===== src/core/bdsc_pkg.sv =====
// Purpose: shared constants and types of the background debug status/control block
// Assumes: one 200 MHz clock, serial command decode done upstream
// Notes:   field positions and reset values of the status/control byte live here
package bdsc_pkg;

    // status/control byte layout
    localparam int BDSC_CTRL_W          = 8;   // status/control width
    localparam int BDSC_BKPT_W          = 16;  // breakpoint match width
    localparam int BDSC_BIT_PERMIT      = 7;   // background_permit
    localparam int BDSC_BIT_ACTIVE      = 6;   // background_active
    localparam int BDSC_BIT_BKPT_EN     = 5;   // breakpoint_enable
    localparam int BDSC_BIT_FORCE_TAG   = 4;   // force_tag_select
    localparam int BDSC_BIT_CLK_SEL     = 3;   // link_clock_select
    localparam int BDSC_BIT_WAIT_STOP   = 2;   // wait_stop_state
    localparam int BDSC_BIT_WS_FAIL     = 1;   // wait_stop_failure
    localparam int BDSC_BIT_SLOW_FAIL   = 0;   // slow_access_failure

    // reset values
    localparam logic [7:0]  BDSC_CTRL_RESET = 8'h00;
    localparam logic [15:0] BDSC_BKPT_RESET = 16'h0000;

    // alternate link clock divider, in mclk cycles per tick
    localparam int BDSC_ALT_DIV         = 4;

    // serial commands as handed over by the serial engine
    typedef enum logic [2:0] {
        BDSC_CMD_NONE,
        BDSC_CMD_STATUS_READ,
        BDSC_CMD_CONTROL_WRITE,
        BDSC_CMD_BKPT_READ,
        BDSC_CMD_BKPT_WRITE,
        BDSC_CMD_BACKGROUND,
        BDSC_CMD_GO
    } bdsc_cmd_t;

    // cpu mode as seen by the debug controller
    typedef enum logic [1:0] {
        BDSC_MODE_RUN,
        BDSC_MODE_ENTERING,
        BDSC_MODE_BACKGROUND
    } bdsc_mode_t;

endpackage : bdsc_pkg


===== src/core/bdsc_link_tick.sv =====
// Purpose: one-cycle enable for the serial link bit clock
// Assumes: bus clock is mclk itself, the alternate source is a divided mclk
// Notes:   selection may change at any time; the divider runs on and keeps its phase
`timescale 1ns/1ps
`default_nettype none
module bdsc_link_tick
    import bdsc_pkg::*;
#(
    parameter int DIV = BDSC_ALT_DIV   // alternate source divide ratio
) (
    input  wire logic mclk,          // system clock
    input  wire logic rst,           // synchronous reset, active high
    input  wire logic bus_sel,       // 1 selects bus clock, 0 alternate
    output var  logic tick_q         // link clock enable pulse
);
    localparam int CW = (DIV > 1) ? $clog2(DIV) : 1;
    localparam logic [CW-1:0] LAST = CW'(DIV - 1);

    logic [CW-1:0] cnt_q;            // alternate divider count

    // divider runs always so the alternate tick has a steady phase
    always_ff @(posedge mclk) begin
        if (rst || cnt_q == LAST) begin
            cnt_q <= '0;
        end else begin
            cnt_q <= cnt_q + 1'b1;
        end
    end

    // bus clock gives a tick every cycle, alternate one every DIV cycles
    always_ff @(posedge mclk) begin
        if (rst) begin
            tick_q <= 1'b0;
        end else begin
            tick_q <= bus_sel | (cnt_q == LAST);
        end
    end
endmodule : bdsc_link_tick
`default_nettype wire


===== src/core/bdsc_bkpt_match.sv =====
// Purpose: compare the cpu address bus with the breakpoint match address
// Assumes: cpu_addr is valid while addr_valid is high
// Notes:   result is registered, one cycle behind the address
`timescale 1ns/1ps
`default_nettype none
module bdsc_bkpt_match
    import bdsc_pkg::*;
#(
    parameter int AW = BDSC_BKPT_W    // address width
) (
    input  wire logic          mclk,        // system clock
    input  wire logic          rst,         // synchronous reset
    input  wire logic          enable,      // breakpoint enabled
    input  wire logic          addr_valid,  // address bus cycle
    input  wire logic          opfetch,     // cycle is an opcode fetch
    input  wire logic [AW-1:0] addr,        // cpu address
    input  wire logic [AW-1:0] match_addr,  // breakpoint address
    output var  logic          hit_q,       // any matching cycle
    output var  logic          hit_op_q     // matching opcode fetch
);
    logic eq;   // raw compare, gated by enable so a disabled match is ignored
    assign eq = enable & addr_valid & (addr == match_addr);

    // register both flavours of hit for the caller
    always_ff @(posedge mclk) begin
        if (rst) begin
            hit_q    <= 1'b0;
            hit_op_q <= 1'b0;
        end else begin
            hit_q    <= eq;
            hit_op_q <= eq & opfetch;
        end
    end
endmodule : bdsc_bkpt_match
`default_nettype wire


===== src/core/bdsc_ctrl.sv =====
// Purpose: status/control byte and breakpoint match address of the background
//          debug controller, plus entry into and exit from active background mode
// Assumes: serial command framing is decoded upstream into one-cycle commands
// Notes:   registers have no address; only serial commands reach them
`timescale 1ns/1ps
`default_nettype none
// What this block does
// - status byte and breakpoint address, serial only
// - no memory address, no user program access
// - status-read reads, control-write writes status byte
// - permit bit frozen while background mode active
// - four status bits never written by commands
// - permit bit gates background mode, reset clears
// - active bit shows background mode in progress
// - enable bit gates breakpoint, else ignored
// - force select: match forces background at boundary
// - tag select: tagged opcode retires into background
// - clock select free access, reset selects alternate
// - breakpoint read/write and go commands refused during wait or stop unless background mode is active
// - background command wakes cpu from wait/stop
// - wait/stop bit shows wait/stop or wake-up
// - failure bit set on wait/stop access clash
// - slow access failure bit unused, reads zero
// - breakpoint address via its own serial commands
module bdsc_ctrl
    import bdsc_pkg::*;
#(
    parameter int AW      = BDSC_BKPT_W,   // address width
    parameter int ALT_DIV = BDSC_ALT_DIV   // alternate link clock divide
) (
    input  wire logic            mclk,            // system clock, 200 MHz
    input  wire logic            rst,             // synchronous reset, active high
    input  wire bdsc_cmd_t       cmd,             // serial command, one cycle
    input  wire logic [AW-1:0]   cmd_wdata,       // write data of the command
    input  wire logic            mem_ws_fail,     // memory command clashed with wait/stop
    input  wire logic            mem_cmd_start,   // a memory access command starts
    input  wire logic            cpu_wait_stop,   // cpu sits in wait or stop
    input  wire logic            cpu_addr_valid,  // cpu bus cycle
    input  wire logic            cpu_opfetch,     // cycle is an opcode fetch
    input  wire logic [AW-1:0]   cpu_addr,        // cpu address bus
    input  wire logic            cpu_boundary,    // instruction boundary
    input  wire logic            cpu_tag_retire,  // tagged opcode reached queue end
    input  wire logic            cpu_bgnd_exec,   // cpu executes background opcode
    input  wire logic            cpu_bdm_ack,     // cpu has halted for background
    output var  logic            rsp_valid_q,     // read answer strobe
    output var  logic [AW-1:0]   rsp_data_q,      // read answer data
    output var  logic            cmd_refused_q,   // command not executed
    output var  logic            bdm_req_q,       // ask cpu to enter background
    output var  logic            swi_req_q,       // break taken as software interrupt
    output var  logic            resume_q,        // return to user program
    output var  logic            tag_req_q,       // tag the fetched opcode
    output var  logic            bdm_active_q,    // background mode active
    output var  logic            link_tick_q      // serial link bit enable
);

    // --- register state ---
    logic            permit_q;      // background_permit
    logic            bkpt_en_q;     // breakpoint_enable
    logic            force_tag_q;   // force_tag_select
    logic            clk_sel_q;     // link_clock_select
    logic            ws_wake_q;     // woken out of wait/stop into background
    logic            ws_fail_q;     // wait_stop_failure
    logic [AW-1:0]   bkpt_q;        // breakpoint_match_address
    bdsc_mode_t      mode_q;        // run, entering or background
    logic            force_pend_q;  // force match waiting for boundary
    logic [7:0]      status;        // assembled status/control byte

    // --- derived strobes ---
    logic            hit;           // any matching bus cycle
    logic            hit_op;        // matching opcode fetch
    logic            ws_now;        // wait_stop_state as read
    logic            in_bg;         // background mode active
    logic            refuse;        // command falls in the wait/stop gap
    logic            do_ctrl_wr;    // accepted control-write
    logic            do_bkpt_wr;    // accepted breakpoint write
    logic            do_bgnd_cmd;   // accepted background command
    logic            do_go;         // accepted go command
    logic            brk_event;     // breakpoint or opcode wants background
    logic            enter;         // permitted entry this cycle

    assign in_bg  = (mode_q == BDSC_MODE_BACKGROUND);
    // bit 2 covers both live wait/stop and a wake into background
    assign ws_now = cpu_wait_stop | ws_wake_q;

    // in wait/stop only status read, control write and background run;
    // memory and breakpoint traffic would hang on a sleeping bus
    assign refuse = cpu_wait_stop & ~in_bg
                  & (cmd == BDSC_CMD_BKPT_READ || cmd == BDSC_CMD_BKPT_WRITE
                     || cmd == BDSC_CMD_GO);

    assign do_ctrl_wr  = (cmd == BDSC_CMD_CONTROL_WRITE);
    assign do_bkpt_wr  = (cmd == BDSC_CMD_BKPT_WRITE) & ~refuse;
    assign do_bgnd_cmd = (cmd == BDSC_CMD_BACKGROUND);
    assign do_go       = (cmd == BDSC_CMD_GO) & ~refuse & in_bg;

    // breakpoint sources; a disabled breakpoint never reaches here
    assign brk_event = (force_pend_q & cpu_boundary)
                     | cpu_tag_retire
                     | cpu_bgnd_exec;
    // background command needs permit too; otherwise nothing happens
    assign enter = permit_q & (mode_q == BDSC_MODE_RUN)
                 & (brk_event | do_bgnd_cmd);

    // status byte as read; slow access failure has no source here
    always_comb begin
        status                     = BDSC_CTRL_RESET;
        status[BDSC_BIT_PERMIT]    = permit_q;
        status[BDSC_BIT_ACTIVE]    = in_bg;
        status[BDSC_BIT_BKPT_EN]   = bkpt_en_q;
        status[BDSC_BIT_FORCE_TAG] = force_tag_q;
        status[BDSC_BIT_CLK_SEL]   = clk_sel_q;
        status[BDSC_BIT_WAIT_STOP] = ws_now;
        status[BDSC_BIT_WS_FAIL]   = ws_fail_q;
        status[BDSC_BIT_SLOW_FAIL] = 1'b0;
    end

    // address compare, gated by the enable bit
    bdsc_bkpt_match #(
        .AW         (AW)
    ) u_match (
        .mclk       (mclk),
        .rst        (rst),
        .enable     (bkpt_en_q),
        .addr_valid (cpu_addr_valid),
        .opfetch    (cpu_opfetch),
        .addr       (cpu_addr),
        .match_addr (bkpt_q),
        .hit_q      (hit),
        .hit_op_q   (hit_op)
    );

    // serial link bit enable, bus clock or divided alternate
    bdsc_link_tick #(
        .DIV     (ALT_DIV)
    ) u_tick (
        .mclk    (mclk),
        .rst     (rst),
        .bus_sel (clk_sel_q),
        .tick_q  (link_tick_q)
    );

    // control bits: only writable by the control-write command, never by
    // a cpu bus cycle, since the block has no port on the cpu data bus
    always_ff @(posedge mclk) begin
        if (rst) begin
            permit_q    <= BDSC_CTRL_RESET[BDSC_BIT_PERMIT];
            bkpt_en_q   <= BDSC_CTRL_RESET[BDSC_BIT_BKPT_EN];
            force_tag_q <= BDSC_CTRL_RESET[BDSC_BIT_FORCE_TAG];
            clk_sel_q   <= BDSC_CTRL_RESET[BDSC_BIT_CLK_SEL];
        end else if (do_ctrl_wr) begin
            // permit held while active, so it cannot forbid a mode in progress
            if (!in_bg) begin
                permit_q <= cmd_wdata[BDSC_BIT_PERMIT];
            end
            bkpt_en_q   <= cmd_wdata[BDSC_BIT_BKPT_EN];
            force_tag_q <= cmd_wdata[BDSC_BIT_FORCE_TAG];
            clk_sel_q   <= cmd_wdata[BDSC_BIT_CLK_SEL];
            // bits 6, 2, 1, 0 of the write data are dropped here
        end
    end

    // breakpoint match address, written only by its own command
    always_ff @(posedge mclk) begin
        if (rst) begin
            bkpt_q <= BDSC_BKPT_RESET;
        end else if (do_bkpt_wr) begin
            bkpt_q <= cmd_wdata;
        end
    end

    // read answers one cycle after the command; refusals answer nothing
    always_ff @(posedge mclk) begin
        if (rst) begin
            rsp_valid_q <= 1'b0;
            rsp_data_q  <= '0;
        end else if (cmd == BDSC_CMD_STATUS_READ) begin
            rsp_valid_q <= 1'b1;
            rsp_data_q  <= AW'(status);
        end else if (cmd == BDSC_CMD_BKPT_READ && !refuse) begin
            rsp_valid_q <= 1'b1;
            rsp_data_q  <= bkpt_q;
        end else begin
            rsp_valid_q <= 1'b0;
        end
    end

    // refusal strobe for the serial engine
    always_ff @(posedge mclk) begin
        if (rst) begin
            cmd_refused_q <= 1'b0;
        end else begin
            cmd_refused_q <= refuse;
        end
    end

    // force flavour: remember a match until the instruction ends;
    // the address need not be an opcode
    always_ff @(posedge mclk) begin
        if (rst || !bkpt_en_q || mode_q != BDSC_MODE_RUN) begin
            force_pend_q <= 1'b0;
        end else if (hit && force_tag_q) begin
            force_pend_q <= 1'b1;
        end else if (cpu_boundary) begin
            force_pend_q <= 1'b0;
        end
    end

    // tag flavour: mark the fetched opcode; the cpu queue carries it
    always_ff @(posedge mclk) begin
        if (rst) begin
            tag_req_q <= 1'b0;
        end else begin
            tag_req_q <= hit_op & ~force_tag_q & bkpt_en_q;
        end
    end

    // without permit a breakpoint becomes a software interrupt
    always_ff @(posedge mclk) begin
        if (rst) begin
            swi_req_q <= 1'b0;
        end else begin
            swi_req_q <= ~permit_q & (mode_q == BDSC_MODE_RUN)
                       & (force_pend_q & cpu_boundary | cpu_tag_retire);
        end
    end

    // mode machine: request, wait for cpu halt, leave on go
    always_ff @(posedge mclk) begin
        if (rst) begin
            mode_q <= BDSC_MODE_RUN;
        end else begin
            case (mode_q)
                BDSC_MODE_RUN: begin
                    if (enter) begin
                        mode_q <= BDSC_MODE_ENTERING;
                    end
                end
                BDSC_MODE_ENTERING: begin
                    if (cpu_bdm_ack) begin
                        mode_q <= BDSC_MODE_BACKGROUND;
                    end
                end
                BDSC_MODE_BACKGROUND: begin
                    if (do_go) begin
                        mode_q <= BDSC_MODE_RUN;
                    end
                end
                default: begin
                    mode_q <= BDSC_MODE_RUN;
                end
            endcase
        end
    end

    // entry request held until the cpu acknowledges; it also wakes a
    // cpu out of wait or stop when it came from the background command
    always_ff @(posedge mclk) begin
        if (rst) begin
            bdm_req_q <= 1'b0;
        end else if (enter) begin
            bdm_req_q <= 1'b1;
        end else if (cpu_bdm_ack) begin
            bdm_req_q <= 1'b0;
        end
    end

    // registered copy of the active flag for the cpu side
    always_ff @(posedge mclk) begin
        if (rst) begin
            bdm_active_q <= 1'b0;
        end else begin
            bdm_active_q <= (mode_q == BDSC_MODE_ENTERING) ? cpu_bdm_ack
                          : (in_bg & ~do_go);
        end
    end

    // one-cycle resume pulse back to the cpu
    always_ff @(posedge mclk) begin
        if (rst) begin
            resume_q <= 1'b0;
        end else begin
            resume_q <= do_go;
        end
    end

    // remember that background was reached out of wait or stop
    always_ff @(posedge mclk) begin
        if (rst || do_go) begin
            ws_wake_q <= 1'b0;
        end else if (enter && do_bgnd_cmd && cpu_wait_stop) begin
            ws_wake_q <= 1'b1;
        end
    end

    // failure flag: a clash sets it, the next memory command start clears
    // it; a clash in the same cycle as a start still sets it
    always_ff @(posedge mclk) begin
        if (rst) begin
            ws_fail_q <= 1'b0;
        end else if (mem_ws_fail) begin
            ws_fail_q <= 1'b1;
        end else if (mem_cmd_start) begin
            ws_fail_q <= 1'b0;
        end
    end
endmodule : bdsc_ctrl
`default_nettype wire


===== config.mk =====
export PLATFORM = sky130hd
export DESIGN_NAME = bdsc_ctrl
export DESIGN_NICKNAME = d
export VERILOG_FILES = /design/src/core/bdsc_pkg.sv /design/src/core/bdsc_link_tick.sv /design/src/core/bdsc_bkpt_match.sv /design/src/core/bdsc_ctrl.sv
export SDC_FILE = /design/constraint.sdc
export NUM_CORES = 1
export LEC_CHECK = 0
export BUFFER_PORTS_ARGS = -buffer_cell sky130_fd_sc_hd__clkbuf_2
export CORE_UTILIZATION = 33
export CTS_BUF_LIST = sky130_fd_sc_hd__clkbuf_16
export DETAILED_ROUTE_END_ITERATION = 8
export PLACE_DENSITY = 0.54
export SLEW_MARGIN = 20
export SYNTH_ARGS = -nofsm -noshare
export SYNTH_HDL_FRONTEND = slang
export SYNTH_SLANG_ARGS = --single-unit
export TNS_END_PERCENT = 10

===== constraint.sdc =====
create_clock -name mclk -period 3.45 [get_ports mclk]
set_input_delay 0.69 -clock mclk [delete_from_list [all_inputs] [get_ports mclk]]
set_output_delay 0.69 -clock mclk [all_outputs]
set_load 0.03 [all_outputs]

==> impl_metrics.yaml <==
place:
  dp_hpwl_mm: 3.53
  pre_cts_slack_ps: 1220
  gp_congestion: 0.715
  io_buffers: 69
  post_dp_cell_area_um2: 2520
die:
  die-area_um2: 6760
  die_y_um: 82.2
  chipWidth_um: 82.2
  coreArea_um2: 6060
  row_count: 28
  start_util_pct: 35.0
  io_pins: 70
yosys:
  yosysUniqueCellTypes: 35
  synth_area_um2: 2120
  synthCells: 210
  yosysWarnings: 0
  synth_area_per_cell_um2: 10.1
  synth-compound-area-share_pct: 8.19
  synth_nets: 257
  synth_top_area_share_pct: 50.0
  muxShareOfSynthArea_pct: 13.2
  synth_top_area_cell: "dfxtp_1"
  synthSimpleGateAreaFrac_pct: 18.3
  ys_seq_area_share_pct: 50.0
  yosys-top-cells-area: "dfxtp_1, mux2i_1, nor2_1"
  synth_top_family_by_area: "simple AND/OR/NAND/NOR gates"
  synth_adder_area_share_pct: 0.589
  ys_ff_latch: 53
  synth-xor-area-share_pct: 6.60
critical_path:
  regToRegStartpoint: "mode_q[0]"
  path_class: "flip-flop to flip-flop"
  cp.arrival_ps: 2170
  r2r_cells: 4
  worstSetupEndpoint: "rsp_data_q[11]"
  required_ps: 3620
  worstPathMaxFanout: 16
  crit_start: "mode_q[0]"
  r2r_slack_ps: 1460
  critPathCaptureType: "flip-flop"
  worst_setup_path_start_kind: "flip-flop"
  rr_endpoint: "rsp_data_q[11]"
cts:
  numCtsBuffers: 5
  h-tree-depth: 2
  tritoncts: "built"
  holdBufCountCts: 0
  ctsResizeCount: 0
  clockRootBuffer: "clkbuf_16"
  cts_setup_buffers: 0
  cts_buffer_depth: 2
  numClockSinks: 53
  clkSlewWorstSetupHoldPaths_ps: 60
  clk_latency_ps: 280
timing:
  final.min_clock_period_ps: 1990
  hold_violations: 0
  timing.fmax_mhz: 502
  slew_viol_final: 0
  slew_headroom_pct: 30.3
  tns_ps: 0
  worst_slack_ps: 1460
  grt_setup_unrepaired: "false"
  finClkSkew_ps: 2.53
  finalSetupViolCount: 0
  hold_slack_ps: 444
  worst_pin_slew_ps: 1050
  period_share_pct: 57.7
final_layout:
  layout-area-overhead-vs-synth_pct: 25.3
  diodes: 0
  fin_nets: 326
  postLayoutCellArea_um2: 2660
  drive_gt1_share_pct: 30.7
global_route:
  grt_pass1_vias: 1509
  grt_antenna_before_repair: 0
  grt_max_degree: 26
  gr-total-overflow: 0
  grt_first_pass_wirelength_mm: 7.57
  grt.total_usage_pct: 15.2
power:
  p_clk_share_pct: 38.6
  vdd_drop_max_v: 0.000263
  p_leak_nw: 1.15
  powerDensity_nw_per_um2: 454
  p_int_mw: 0.937
  swShare_pct: 22.4
  switching_power_mw: 0.270
  p_comb_share_pct: 8.8
  p_seq_share_pct: 52.6
detailed_routing:
  wire_per_inst_um: 13.5
  vias_per_cell: 4.79
  finalWirelength_mm: 4.80
  vias: 1701
  dr.pass1.iters: 4
  ant_nets: 0
  drtIter0Drc: 57
  drc: 0
min_path:
  hp-start: "u_tick.cnt_q[0]"
  hold_path_class: "flip-flop to flip-flop"
outcome:
  status: "finished, final reports clean"
job:
  maxCapViolCount: 0
==> per-layer routing <==
metal	GRT usage [%]	routed length, µm	vias to the layer above
li1	-	-	869
met1	20.2	2280	776
met2	23.6	2200	52
met3	3.96	284	4
met4	5.26	40	0
met5	0	0	-
==> synthesized netlist by cell type <==
| cell | count |
|---|---|
| nand4_1 | 1 |
| a32oi_1 | 1 |
| and3b_1 | 2 |
| mux2i_1 | 28 |
| nand2_1 | 6 |
| nor3b_1 | 2 |
| a21oi_1 | 5 |
| ha_1 | 1 |
| a211oi_4 | 1 |
| a31o_2 | 1 |
| and2b_2 | 2 |
| a211oi_1 | 1 |
| a22oi_1 | 2 |
| nor4b_1 | 1 |
| nor2_1 | 44 |
| xor2_1 | 16 |
| nor3b_2 | 1 |
| dfxtp_1 | 53 |
| buf_8 | 1 |
| or3b_2 | 1 |
| or2_2 | 1 |
| inv_1 | 3 |
| nor3_1 | 5 |
| nand3_1 | 2 |
| clkbuf_1 | 6 |
| a31oi_1 | 1 |
| nand3b_1 | 3 |
| nor4_1 | 4 |
| buf_4 | 1 |
| nand2b_1 | 4 |
| buf_6 | 1 |
| o21ai_0 | 1 |
| a41oi_1 | 1 |
| a21oi_2 | 1 |
| a222oi_1 | 6 |
==> cell type report <==
cell class              instances  area, µm²
repair buffers                 71        360
clock inverters                 3       13.8
flip-flops and latches         53       1060
clock buffers                   5        125
inverters                       3       11.3
multi-input cells             145        995
fillers                       628       3400
well taps                      75       93.8
==> power groups by stage <==
stage	registers [mW]	logic, mW	clock network, mW
2_1_floorplan	0.655	0.0533	0
4_1_cts	0.635	0.107	0.485
3_3_place_gp	0.649	0.107	0
5_1_grt	0.636	0.118	0.513
6_report	0.635	0.106	0.466
3_5_place_dp	0.649	0.107	0
==> critical path, cell delays in order (launching register included) <==
cell and delay (ps):
dfxtp_1 360, nand2b_1 330, a21oi_2 860, mux2i_1 270
nor2_1 60
==> flip-flops by register name, indices dropped and copies added, names as in the netlist, 2 cells and up <==
signal        count
mode_q            2
rsp_data_q       16
bkpt_q           16
u_tick.cnt_q      2
==> per-stage QoR <==
stage               std cells  utilization (%)  power, mW
detailed placement        347             41.6      0.756
global route              355             43.9       1.27
floorplan                 210                -      0.708
global placement          347             41.6      0.756
CTS                       355             43.9       1.23
finish                    355             43.9       1.21
==> cell families after synthesis <==
logic type | count (synthesis)
and+or+nand+nor | 79
DFF | 53
muxes | 28
AOI/OAI and AO/OA | 21
xor gates and xnor gates | 16
buffers and inverters | 12
adders and majority gates | 1
==> placed cells by master, fill, tap and decap left out, types with 2 or more instances in the layout <==
cell type / netlist / routed
mux2i_1: 28 / 28
nand3b_1: 3 / 3
clkinv_2: 0 / 2
clkbuf_16: 0 / 5
nor4_1: 4 / 4
nor3_1: 5 / 5
a222oi_1: 6 / 6
inv_1: 3 / 4
a21oi_1: 5 / 5
clkbuf_2: 0 / 69
and2b_2: 2 / 2
a22oi_1: 2 / 2
nand2_1: 6 / 6
nor2_1: 44 / 44
dfxtp_1: 53 / 53
buf_4: 1 / 2
nand2b_1: 4 / 4
and3b_1: 2 / 2
nand3_1: 2 / 2
nor3b_1: 2 / 2
xor2_1: 16 / 16
==> how the worst min path moves through the flow <==
| stage | endpoint | slack, ps | cells past startpoint |
|---|---|---|---|
| floorplan | u_tick.cnt_q[0] | 410 | 1 |
| global placement | u_tick.cnt_q[0] | 420 | 1 |
| detailed placement | u_tick.cnt_q[0] | 430 | 1 |
| CTS | u_tick.cnt_q[0] | 450 | 1 |
| global route | u_tick.cnt_q[0] | 470 | 1 |
| finish | u_tick.cnt_q[0] | 440 | 1 |
Power figures use the tool's default switching activity.
